File: config.mk
export PLATFORM = sky130hd
export DESIGN_NAME = tlbinv_top
export DESIGN_NICKNAME = d
export VERILOG_FILES = /design/src/tlbinv_pkg.sv /design/src/tlbinv_top.sv
export SDC_FILE = /design/constraint.sdc
export NUM_CORES = 2
export LEC_CHECK = 0
export BUFFER_PORTS_ARGS = -buffer_cell sky130_fd_sc_hd__buf_2
export CORE_MARGIN = 2
export CORE_UTILIZATION = 55
export DETAILED_ROUTE_END_ITERATION = 7
export HOLD_SLACK_MARGIN = 0.05
export PLACE_DENSITY = 0.74
export SYNTH_ARGS = -nofsm -noshare
export SYNTH_HDL_FRONTEND = slang
export SYNTH_SLANG_ARGS = --single-unit
export TNS_END_PERCENT = 1
File: constraint.sdc
create_clock -name i_mclk -period 2.71 [get_ports i_mclk]
set_input_delay 0.542 -clock i_mclk [delete_from_list [all_inputs] [get_ports i_mclk]]
set_output_delay 0.542 -clock i_mclk [all_outputs]
set_load 0.01 [all_outputs]
File: src/tlbinv_pkg.sv
// Purpose: constants and types for the hypervisor and second-stage
//          tlb invalidation block
// Assumes: one clock, synchronous active-low reset
// Notes:   opcode and register codes are local to this block
//
// Notes on behaviour
// hyp va-all-asid from ns/s queue hits ns hyp
// leaf flag limits invalidation to leaf entries
// host bit one: hit host-mode entries any asid
// host bit zero: hit plain hyp entries
// software keeps host bit known when queuing
// no hyp support: hyp commands are illegal
// ns and s queues give identical effect
// realm queue va-all-asid hits realm hyp entries
// hyp by-asid hits non-global host-mode entries
// realm queue by-asid hits realm host-mode entries
// secure hyp commands act on secure hyp entries
// secure hyp illegal off secure queue, unsupported
// second stage ipa matches vmid and ipa
// no second stage: ipa, vmid commands illegal
// ipa low twelve bits zero, high bits range
// ipa hits second-stage-only entries, not combined
// entries tagged va-based or ipa-based
// realm queue ipa hits realm second stage
// vmid all-stages hits ns el1, realm el1
// secure ipa selector picks secure or ns space
// secure stage two commands illegal off secure queue
// secure vmid hits secure regime entries
// hyp all hits every hyp entry, tagged or not
// illegal command performs no invalidation
package tlbinv_pkg;

  localparam int NENT   = 8;
  localparam int IDXW   = 3;
  localparam int AW     = 48;
  localparam int PG_LSB = 12;
  localparam int PGW    = AW - PG_LSB;
  // input_address_size of the second stage
  localparam int IN_ADDR_W = 44;

  localparam logic [7:0] OFF_CTRL = 8'h00;
  localparam logic [7:0] OFF_CAPS = 8'h04;
  localparam logic [7:0] OFF_STAT = 8'h08;

  localparam int CTRL_NS_HOST  = 0;
  localparam int CTRL_SEC_HOST = 1;
  localparam int CTRL_RLM_HOST = 2;
  localparam logic [2:0] CTRL_RST = 3'h0;

  localparam int STAT_VLD_LSB = 0;
  localparam int STAT_ERR_LSB = 8;
  localparam int STAT_OP_LSB  = 16;

  typedef enum logic [3:0] {
    TLBINV_HYP_ALL       = 4'b0000,
    TLBINV_HYP_VA        = 4'b0001,
    TLBINV_HYP_VAA       = 4'b0010,
    TLBINV_HYP_ASID      = 4'b0011,
    TLBINV_SEC_HYP_ALL   = 4'b0100,
    TLBINV_SEC_HYP_VA    = 4'b0101,
    TLBINV_SEC_HYP_VAA   = 4'b0110,
    TLBINV_SEC_HYP_ASID  = 4'b0111,
    TLBINV_S2_IPA        = 4'b1000,
    TLBINV_S12_VMID      = 4'b1001,
    TLBINV_SEC_S2_IPA    = 4'b1010,
    TLBINV_SEC_S12_VMID  = 4'b1011
  } tlbinv_op_t;

  typedef enum logic [1:0] {
    TLBINV_Q_NS    = 2'b00,
    TLBINV_Q_SEC   = 2'b01,
    TLBINV_Q_REALM = 2'b10
  } tlbinv_queue_t;

  typedef enum logic [1:0] {
    TLBINV_W_NS    = 2'b00,
    TLBINV_W_SEC   = 2'b01,
    TLBINV_W_REALM = 2'b10
  } tlbinv_world_t;

  typedef enum logic [1:0] {
    TLBINV_L_EL1  = 2'b00,
    TLBINV_L_HYP  = 2'b01,
    TLBINV_L_HOST = 2'b10
  } tlbinv_level_t;

  typedef enum logic [1:0] {
    TLBINV_ST_S1  = 2'b00,
    TLBINV_ST_S2  = 2'b01,
    TLBINV_ST_S12 = 2'b10
  } tlbinv_stage_t;

  typedef struct packed {
    logic          valid;
    tlbinv_world_t world;
    tlbinv_level_t level;
    tlbinv_stage_t stage;
    logic          glob;
    logic          leaf;
    logic          ipa_ns;
    logic [15:0]   asid;
    logic [15:0]   vmid;
    logic [PGW-1:0] page;
  } tlbinv_ent_t;

  typedef struct packed {
    logic          valid;
    logic [3:0]    op;
    tlbinv_queue_t queue;
    logic [15:0]   asid;
    logic [15:0]   vmid;
    logic [AW-1:0] addr;
    logic          leaf;
    logic          ipa_space_select;
  } tlbinv_cmd_t;

  typedef struct packed {
    logic hyp;
    logic s2;
    logic sec_hyp;
    logic sec_s2;
  } tlbinv_caps_t;

  typedef struct packed {
    logic        wr;
    logic        rd;
    logic [7:0]  addr;
    logic [31:0] wdata;
  } tlbinv_bus_t;

  typedef struct packed {
    logic            valid;
    logic [IDXW-1:0] idx;
    tlbinv_ent_t     ent;
  } tlbinv_fill_t;

endpackage

File: src/tlbinv_top.sv
// Purpose: tlb store with hypervisor and second-stage invalidation
// Assumes: one command per cycle, answer one cycle later
// Notes:   fill port inserts entries; a fill beats a same-cycle hit
//
// The implementer's own choices: the strobed register port and the address map.
`timescale 1ns/1ps

module tlbinv_top (
  input  wire logic                   i_mclk,
  input  wire logic                   i_resetn,
  input  wire tlbinv_pkg::tlbinv_bus_t  i_bus,
  input  wire tlbinv_pkg::tlbinv_cmd_t  i_cmd,
  input  wire tlbinv_pkg::tlbinv_fill_t i_fill,
  input  wire tlbinv_pkg::tlbinv_caps_t i_caps,
  output logic [31:0]                 o_rdata,
  output logic                        o_done,
  output logic                        o_illegal,
  output logic [tlbinv_pkg::NENT-1:0] o_entry_valid
);

  typedef struct packed {
    tlbinv_pkg::tlbinv_ent_t [tlbinv_pkg::NENT-1:0] ents;
    logic [2:0]  ctrl;
    logic [31:0] rdata;
    logic        done;
    logic        ill;
    logic [7:0]  err_cnt;
    logic [3:0]  err_op;
  } tlbinv_state_t;

  tlbinv_state_t st_reg;
  tlbinv_state_t st_next;

  ////////////////////////////////////////////////////////////////////
  // legality of a command
  function automatic logic cmd_legal(
    input tlbinv_pkg::tlbinv_cmd_t  c,
    input tlbinv_pkg::tlbinv_caps_t k
  );
    logic ok;
    logic onsec;
    ok    = 1'b0;
    onsec = (c.queue == tlbinv_pkg::TLBINV_Q_SEC);
    unique case (c.op)
      tlbinv_pkg::TLBINV_HYP_ALL,
      tlbinv_pkg::TLBINV_HYP_VA,
      tlbinv_pkg::TLBINV_HYP_VAA,
      tlbinv_pkg::TLBINV_HYP_ASID: begin
        ok = k.hyp;
      end
      tlbinv_pkg::TLBINV_SEC_HYP_ALL,
      tlbinv_pkg::TLBINV_SEC_HYP_VA,
      tlbinv_pkg::TLBINV_SEC_HYP_VAA,
      tlbinv_pkg::TLBINV_SEC_HYP_ASID: begin
        ok = onsec && k.sec_hyp;
      end
      tlbinv_pkg::TLBINV_S2_IPA,
      tlbinv_pkg::TLBINV_S12_VMID: begin
        ok = k.s2;
      end
      tlbinv_pkg::TLBINV_SEC_S2_IPA,
      tlbinv_pkg::TLBINV_SEC_S12_VMID: begin
        ok = onsec && k.sec_s2;
      end
      default: begin
        ok = 1'b0;
      end
    endcase
    if (c.queue == 2'h3) begin
      ok = 1'b0;
    end
    return ok;
  endfunction

  ////////////////////////////////////////////////////////////////////
  // does a legal command remove this entry
  function automatic logic ent_hit(
    input tlbinv_pkg::tlbinv_ent_t e,
    input tlbinv_pkg::tlbinv_cmd_t c,
    input logic [2:0]              ctl
  );
    logic                      r;
    logic                      host;
    logic                      wok;
    logic                      s1;
    logic                      vam;
    logic                      ipam;
    logic                      inrng;
    logic                      sec_op;
    tlbinv_pkg::tlbinv_world_t w;
    r      = 1'b0;
    sec_op = (c.op[3:2] == 2'h1) || (c.op == tlbinv_pkg::TLBINV_SEC_S2_IPA)
             || (c.op == tlbinv_pkg::TLBINV_SEC_S12_VMID);
    // ns and secure queues share the ns target
    if (sec_op) begin
      w    = tlbinv_pkg::TLBINV_W_SEC;
      host = ctl[tlbinv_pkg::CTRL_SEC_HOST];
    end else if (c.queue == tlbinv_pkg::TLBINV_Q_REALM) begin
      w    = tlbinv_pkg::TLBINV_W_REALM;
      host = ctl[tlbinv_pkg::CTRL_RLM_HOST];
    end else begin
      w    = tlbinv_pkg::TLBINV_W_NS;
      host = ctl[tlbinv_pkg::CTRL_NS_HOST];
    end
    wok  = e.valid && (e.world == w);
    s1   = (e.stage == tlbinv_pkg::TLBINV_ST_S1);
    vam  = (e.page == c.addr[tlbinv_pkg::AW-1:tlbinv_pkg::PG_LSB])
           && (!c.leaf || e.leaf);
    inrng = (c.addr[tlbinv_pkg::AW-1:tlbinv_pkg::IN_ADDR_W] == '0);
    ipam = vam && inrng && (e.vmid == c.vmid);
    unique case (c.op)
      tlbinv_pkg::TLBINV_HYP_ALL,
      tlbinv_pkg::TLBINV_SEC_HYP_ALL: begin
        r = wok && s1 && (e.level != tlbinv_pkg::TLBINV_L_EL1);
      end
      tlbinv_pkg::TLBINV_HYP_VA,
      tlbinv_pkg::TLBINV_SEC_HYP_VA: begin
        if (host) begin
          r = wok && s1 && vam && (e.level == tlbinv_pkg::TLBINV_L_HOST)
              && (e.glob || (e.asid == c.asid));
        end else begin
          r = wok && s1 && vam && (e.level == tlbinv_pkg::TLBINV_L_HYP);
        end
      end
      tlbinv_pkg::TLBINV_HYP_VAA,
      tlbinv_pkg::TLBINV_SEC_HYP_VAA: begin
        if (host) begin
          r = wok && s1 && vam && (e.level == tlbinv_pkg::TLBINV_L_HOST);
        end else begin
          r = wok && s1 && vam && (e.level == tlbinv_pkg::TLBINV_L_HYP);
        end
      end
      tlbinv_pkg::TLBINV_HYP_ASID,
      tlbinv_pkg::TLBINV_SEC_HYP_ASID: begin
        r = wok && s1 && (e.level == tlbinv_pkg::TLBINV_L_HOST)
            && !e.glob && (e.asid == c.asid);
      end
      tlbinv_pkg::TLBINV_S2_IPA: begin
        // only stage-two-only entries carry an ipa tag
        r = wok && (e.level == tlbinv_pkg::TLBINV_L_EL1)
            && (e.stage == tlbinv_pkg::TLBINV_ST_S2) && ipam;
      end
      tlbinv_pkg::TLBINV_SEC_S2_IPA: begin
        r = wok && (e.level == tlbinv_pkg::TLBINV_L_EL1)
            && (e.stage == tlbinv_pkg::TLBINV_ST_S2) && ipam
            && (e.ipa_ns == c.ipa_space_select);
      end
      tlbinv_pkg::TLBINV_S12_VMID,
      tlbinv_pkg::TLBINV_SEC_S12_VMID: begin
        r = wok && (e.level == tlbinv_pkg::TLBINV_L_EL1)
            && (e.vmid == c.vmid);
      end
      default: begin
        r = 1'b0;
      end
    endcase
    return r;
  endfunction

  ////////////////////////////////////////////////////////////////////
  // next state
  always_comb begin
    logic ok;
    logic [tlbinv_pkg::NENT-1:0] vld;
    ok      = 1'b0;
    vld     = '0;
    st_next = st_reg;
    st_next.done  = 1'b0;
    st_next.ill   = 1'b0;
    st_next.rdata = 32'h0000_0000;

    if (i_cmd.valid) begin
      ok = cmd_legal(i_cmd, i_caps);
      st_next.done = 1'b1;
      st_next.ill  = !ok;
      if (!ok) begin
        st_next.err_cnt = st_reg.err_cnt + 8'h01;
        st_next.err_op  = i_cmd.op;
      end
    end

    for (int i = 0; i < tlbinv_pkg::NENT; i++) begin
      if (ok && ent_hit(st_reg.ents[i], i_cmd, st_reg.ctrl)) begin
        st_next.ents[i].valid = 1'b0;
      end
      if (i_fill.valid && (i_fill.idx == i[tlbinv_pkg::IDXW-1:0])) begin
        st_next.ents[i] = i_fill.ent;
      end
      vld[i] = st_reg.ents[i].valid;
    end

    if (i_bus.wr && (i_bus.addr == tlbinv_pkg::OFF_CTRL)) begin
      st_next.ctrl = i_bus.wdata[2:0];
    end
    if (i_bus.rd) begin
      unique case (i_bus.addr)
        tlbinv_pkg::OFF_CTRL: begin
          st_next.rdata = {29'h0, st_reg.ctrl};
        end
        tlbinv_pkg::OFF_CAPS: begin
          st_next.rdata = {28'h000_0000, i_caps};
        end
        tlbinv_pkg::OFF_STAT: begin
          st_next.rdata = '0;
          st_next.rdata[tlbinv_pkg::STAT_VLD_LSB +: tlbinv_pkg::NENT] = vld;
          st_next.rdata[tlbinv_pkg::STAT_ERR_LSB +: 8] = st_reg.err_cnt;
          st_next.rdata[tlbinv_pkg::STAT_OP_LSB +: 4]  = st_reg.err_op;
        end
        default: begin
          st_next.rdata = 32'h0000_0000;
        end
      endcase
    end
  end

  ////////////////////////////////////////////////////////////////////
  // state register
  always_ff @(posedge i_mclk) begin
    if (!i_resetn) begin
      st_reg      <= '0;
      st_reg.ctrl <= tlbinv_pkg::CTRL_RST;
    end else begin
      st_reg <= st_next;
    end
  end

  always_comb begin
    o_rdata   = st_reg.rdata;
    o_done    = st_reg.done;
    o_illegal = st_reg.ill;
    for (int j = 0; j < tlbinv_pkg::NENT; j++) begin
      o_entry_valid[j] = st_reg.ents[j].valid;
    end
  end

endmodule // tlbinv_top

After elaboration in Yosys (flattened, before gate mapping)
Index checks and enable logic that the tools add are counted.
- input bits: 219
- logic and storage cells: 466
- output and inout port bits: 42
- register bits after elaboration: 673
- reduce and logical (&&, ||, !) cells: 239
- muxes and demuxes: 51
- equal/unequal tests: 88
- bitwise gates (word level): 1
- add/subtract/negate cells: 1
- operators by type and width (kind ; number):
    78-bit 2-to-1 mux ; 8
    36-bit equality test ; 8
    16-bit equality test ; 16
    1-bit logical AND ; 163
    20-bit case mux with 3 select lines ; 1
    1-bit case mux with 7 select lines ; 8
    2-bit by 1-bit equality test with 1-bit output, second input constant ; 18
    2-bit logical NOT ; 16
    2-bit nonzero test ; 16
    1-bit 2-to-1 mux ; 29
    2-bit equality test, second input constant ; 10
    1-bit logical OR ; 18
    2-bit equality test ; 8
    4-bit by 3-bit equality test with 1-bit output, second input constant ; 4
    4-bit equality test, second input constant ; 4
    14-bit 2-to-1 mux ; 1
    2-bit OR reduction ; 7
    3-bit equality test, second input constant ; 4
    12-bit 2-to-1 mux ; 1
    1-bit logical NOT ; 10
    8-bit by 1-bit adder with 8-bit output, second input constant ; 1
    1-bit equality test ; 8
    4-bit by 2-bit equality test with 1-bit output, second input constant ; 2
    8-bit by 3-bit equality test with 1-bit output, second input constant ; 1
    other kinds (12) ; 18

Depth between registers and ports, before layout
- depth in word-level cells: 15
- depth in mapped cells: 9
- gate-level depth less buffers: 7

Least setup slack after synthesis
Ideal clock, no wire load.
- path kind: input to register
- start: in i_cmd[83] (netlist name)
- end: reg st_reg, in the netlist o_entry_valid[5]
- path slack: 0.514 ns
- setup time: 0.136 ns
- required time: 2.574 ns
- buffers on the path: 0
- arrival time: 2.060 ns
- stages: 7
- path through: nor2b_2 mux2_4 mux2_4 a2111oi_2 o21a_1 o21a_1 o32ai_2
- word-level cells in the longest chain between the ends: 13
- elaborated cells between the ends (all ways): 34
- those cells by class: eq/ne: 4; mux: 11; reduce/logical: 19
- RTL lines (what ; line ; source):
    start: declaration ; tlbinv_top.sv:12 ; input wire tlbinv_pkg::tlbinv_cmd_t i_cmd,
    2-bit equality test ; tlbinv_top.sv:98 ; end else if (c.queue == tlbinv_pkg::TLBINV_Q_REALM) begin
    2-bit 2-to-1 mux ; tlbinv_top.sv:98 ;
    2-bit 2-to-1 mux ; tlbinv_top.sv:95 ; if (sec_op) begin
    2-bit equality test ; tlbinv_top.sv:105 ; wok = e.valid && (e.world == w);
    1-bit logical AND ; tlbinv_top.sv:105 ;
    1-bit logical AND (2 in series) ; -- ;
    1-bit logical AND ; tlbinv_top.sv:119, tlbinv_top.sv:128 ;
    1-bit logical AND ; tlbinv_top.sv:120 ; && (e.glob || (e.asid == c.asid));
    1-bit 2-to-1 mux ; tlbinv_top.sv:118 ; if (host) begin
    1-bit case mux with 7 select lines ; tlbinv_top.sv:111 ; unique case (c.op)
    1-bit logical AND * ; tlbinv_top.sv:183 ; if (ok && ent_hit(st_reg.ents[i], i_cmd, st_reg.ctrl)) begin
    2-bit nonzero test (no line) * ; -- ;
    end signal: assignment ; tlbinv_top.sv:223 ; st_reg <= st_next;
    end: declaration ; tlbinv_top.sv:31 ; tlbinv_state_t st_reg;
Every way passes the cells marked *; elsewhere a longest branch is shown, timed or not. The select of a mux whose other input is x is not followed.
A chain may end at the register's enable or synchronous reset.

Worst setup path in the final report
- start: reg st_reg[520] (netlist name)
- end: reg st_reg, in the netlist o_entry_valid[6]
- word-level cells in the longest chain between the ends: 9
- elaborated cells between the ends (all ways): 15
- those cells by class: eq/ne: 1; mux: 3; reduce/logical: 11
- RTL lines (what ; line ; source):
    36-bit equality test * ; tlbinv_top.sv:107 ; vam = (e.page == c.addr[tlbinv_pkg::AW-1:tlbinv_pkg::PG_LSB])
    1-bit logical AND * ; tlbinv_top.sv:108 ; && (!c.leaf || e.leaf);
    1-bit logical AND, on equally long branches ; -- ;
    1-bit logical AND, on equally long branches ; tlbinv_top.sv:119, tlbinv_top.sv:128, tlbinv_top.sv:110 ;
    1-bit logical AND, on equally long branches ; tlbinv_top.sv:120, tlbinv_top.sv:141, tlbinv_top.sv:145 ;
    1-bit 2-to-1 mux or 1-bit logical AND (tied branches) ; tlbinv_top.sv:118, tlbinv_top.sv:146 ;
    1-bit case mux with 7 select lines * ; tlbinv_top.sv:111 ;
    1-bit logical AND * ; tlbinv_top.sv:183 ;
    2-bit nonzero test (no line) * ; -- ;
Every way passes the cells marked *; elsewhere a longest branch is shown, timed or not.

==> run metrics <==
Setup Crit Path Kind reg2reg; post-placement cell count 4735; RSZ-0062 raised after global routing false; die area 58290 um2; Multi-input gate area 15940 um2; crit path time final 2.387 ns; starting DRC count in detailed routing 3571; register area 13230 um2; Place WS -0.01019 ns; commonest non-fill, non-tap cell in the layout nand2_1; non-filler cells, final 4860; fin crit share 88.09%; total CTS buffers 69; global route overflow 0; Fillers between 4000 and 5000; hpwl dp about 68 mm; synth unique cells 64; crit-path max FO 2; Slew headroom 52.13%; I/O Buffers between 200 and 250; Setup-failing EPs final 0; Setup WS post-layout between 0.3 and 0.4 ns; max FFs per register between 600 and 700; cell count after synthesis 3994; Vert. Die Dim 241.4 um; Max rail drop VDD 510.7 uV; Post-synth EDFFs 0; number of post-CTS setup repair buffers 0; CTS tree built; share of cells above drive strength 1 12.53%; Clock transition at path regs 0.07 ns; Sum Neg Setup Slack 0 ns; Leakage 13.36 nW; synthesis-to-finish area growth 13.21%; Root Driver clkbuf_16; Seq/Total Area, Yosys 42.67%; Final Wtd Congestion 0.9558; critical path launch point type flop; max_cap viols 0; most area-consuming cells after synthesis dfxtp_1 (43%), nand2_1 (15%), xor2_1 (12%); vias in the first global route between 20000 and 30000; via/cell ratio 5.733; Vias 27860; H-tree levels 3; Yosys top cell by area dfxtp_1; Worst-Skew Late Latency 0.61 ns; status completed; first-pass GRT wire length 150.2 mm; Tightest Hold Check Type in2reg; most frequent cells in the layout nand2_1 (1262), dfxtp_1 (661), a21oi_1 (645); Initial Util ~55%; drt total wl roughly 100 mm; Final Skew 0.02208 ns; Final Util 62.62%; Total Routing Usage GR between 30 and 40%; CTS max path bufs 3; Routed WL per cell 20.78 um; number of primary I/O pins 261; CTS sink count around 660; 1st-pass router iterations 5; Yosys reg bits roughly 660; row cnt just under 90; Post-synth ARST share 0%; fmax 0.4189 GHz; DRC violations left 0; CTS resizes 0; Yosys Warn Count 0; mean post-synth cell area roughly 7.8 um2; Die W 241.4 um; CP Capture Type flop; arrival time worst endpoint 2.86 ns; Slew Limit Fails 0; PwrDens 626.1 nW/um2; Post-Syn Area 31010 um2; worst-margin pin slew around 0.71 ns; Fin. Hold Viols 0; Main synth FF type dfxtp_1; Worst EP required 3.18 ns; initial antenna violation count 6; area share of the largest cell type after synthesis 42.67%; Nets approximately 4300; total core area 56060 um2; Routed Antenna Nets 0; hold-fix buffers at CTS 0; largest net degree at the start of global routing 96
[Yosys cell counts (4+ instances only)]
library cell  count
nand2_1        1265
dfxtp_1         661
a21oi_1         645
xor2_1          419
clkbuf_1        195
xnor2_1         140
nor4_1          106
buf_2           104
buf_4            61
nand4_1          61
nor2_1           60
o21ai_0          27
nor3_1           26
nand3_1          21
and2_1           19
clkbuf_2         18
mux2i_1          18
nand2b_1         13
buf_1            11
buf_6            11
inv_1            11
nor2b_1          10
nor3b_1          10
or4_1             7
o2111ai_1         6
nor4_2            5
a31oi_1           4
o21ai_1           4
o22ai_1           4
[path summary, 6_finish.rpt]
path | start | to | slack (ns) | depth (start not counted)
min reg2reg | st_reg[352] | st_reg[352] | 0.45 | 2
max reg2reg | st_reg[520] | o_entry_valid[6] | 0.32 | 8
min | i_bus[0] | st_reg[46] | 0.19 | 3
max | st_reg[520] | o_entry_valid[6] | 0.32 | 8
[cells by family after synthesis]
| family | synth area share (%) |
|---|---|
| adders and majority gates | 0.04034 |
| other | 0.01209 |
| xor gates and xnor gates | 15.84 |
| muxes | 0.6779 |
| buffers and inverters | 6.472 |
| AOI/OAI and AO/OA | 12.11 |
| DFF | 42.67 |
| and+or+nand+nor | 22.17 |
[through the flow]
| stage | total power, mW | hold slack, ns | cell area [um2] |
|---|---|---|---|
| after CTS | 21.97 | 0.1619 | 35100 |
| after floorplan | 11.67 | 0.4291 | 31050 |
| final | 21.98 | 0.1895 | 35100 |
| after global placement | 12.47 | 0.4399 | 32830 |
| after detailed placement | 12.50 | 0.4387 | 32830 |
| after global routing | 22.57 | 0.1788 | 35100 |
[power breakdown]
group	switching (mW)	internal, mW
Clock	4.02	5.61
Sequential	0.171	9.93
Combinational	1.49	0.753
[metal layers]
metal	GRT usage, %	vias to the layer above	share of wire [%]
met3	6.951	221	12
met1	48.68	13100	42
li1	-	13040	-
met4	13.95	4	3.8
met2	49.66	1500	43
met5	0	-	0.018
[worst max-delay path, stage by stage, from the launching register on]
cell	delay, ns
dfxtp_1	0.32
xnor2_1	0.35
nand4_1	0.25
nor4_1	0.34
buf_4	0.21
o2111ai_1	0.12
or4_1	0.43
a21oi_1	0.13
o32ai_1	0.09
[area by class of cell]
class | count | share of cell area, %
Multi-Input combinational cell | 2933 | 45.40
Clock inverter | 18 | 0.6380
Sequential cell | 661 | 37.70
Timing Repair Buffer | 374 | 7.592
Inverter | 11 | 0.1390
Tap cell | 756 | 2.695
Antenna cell | 3 | 0.02139
Clock buffer | 104 | 5.817
Power figures use the tool's default switching activity.
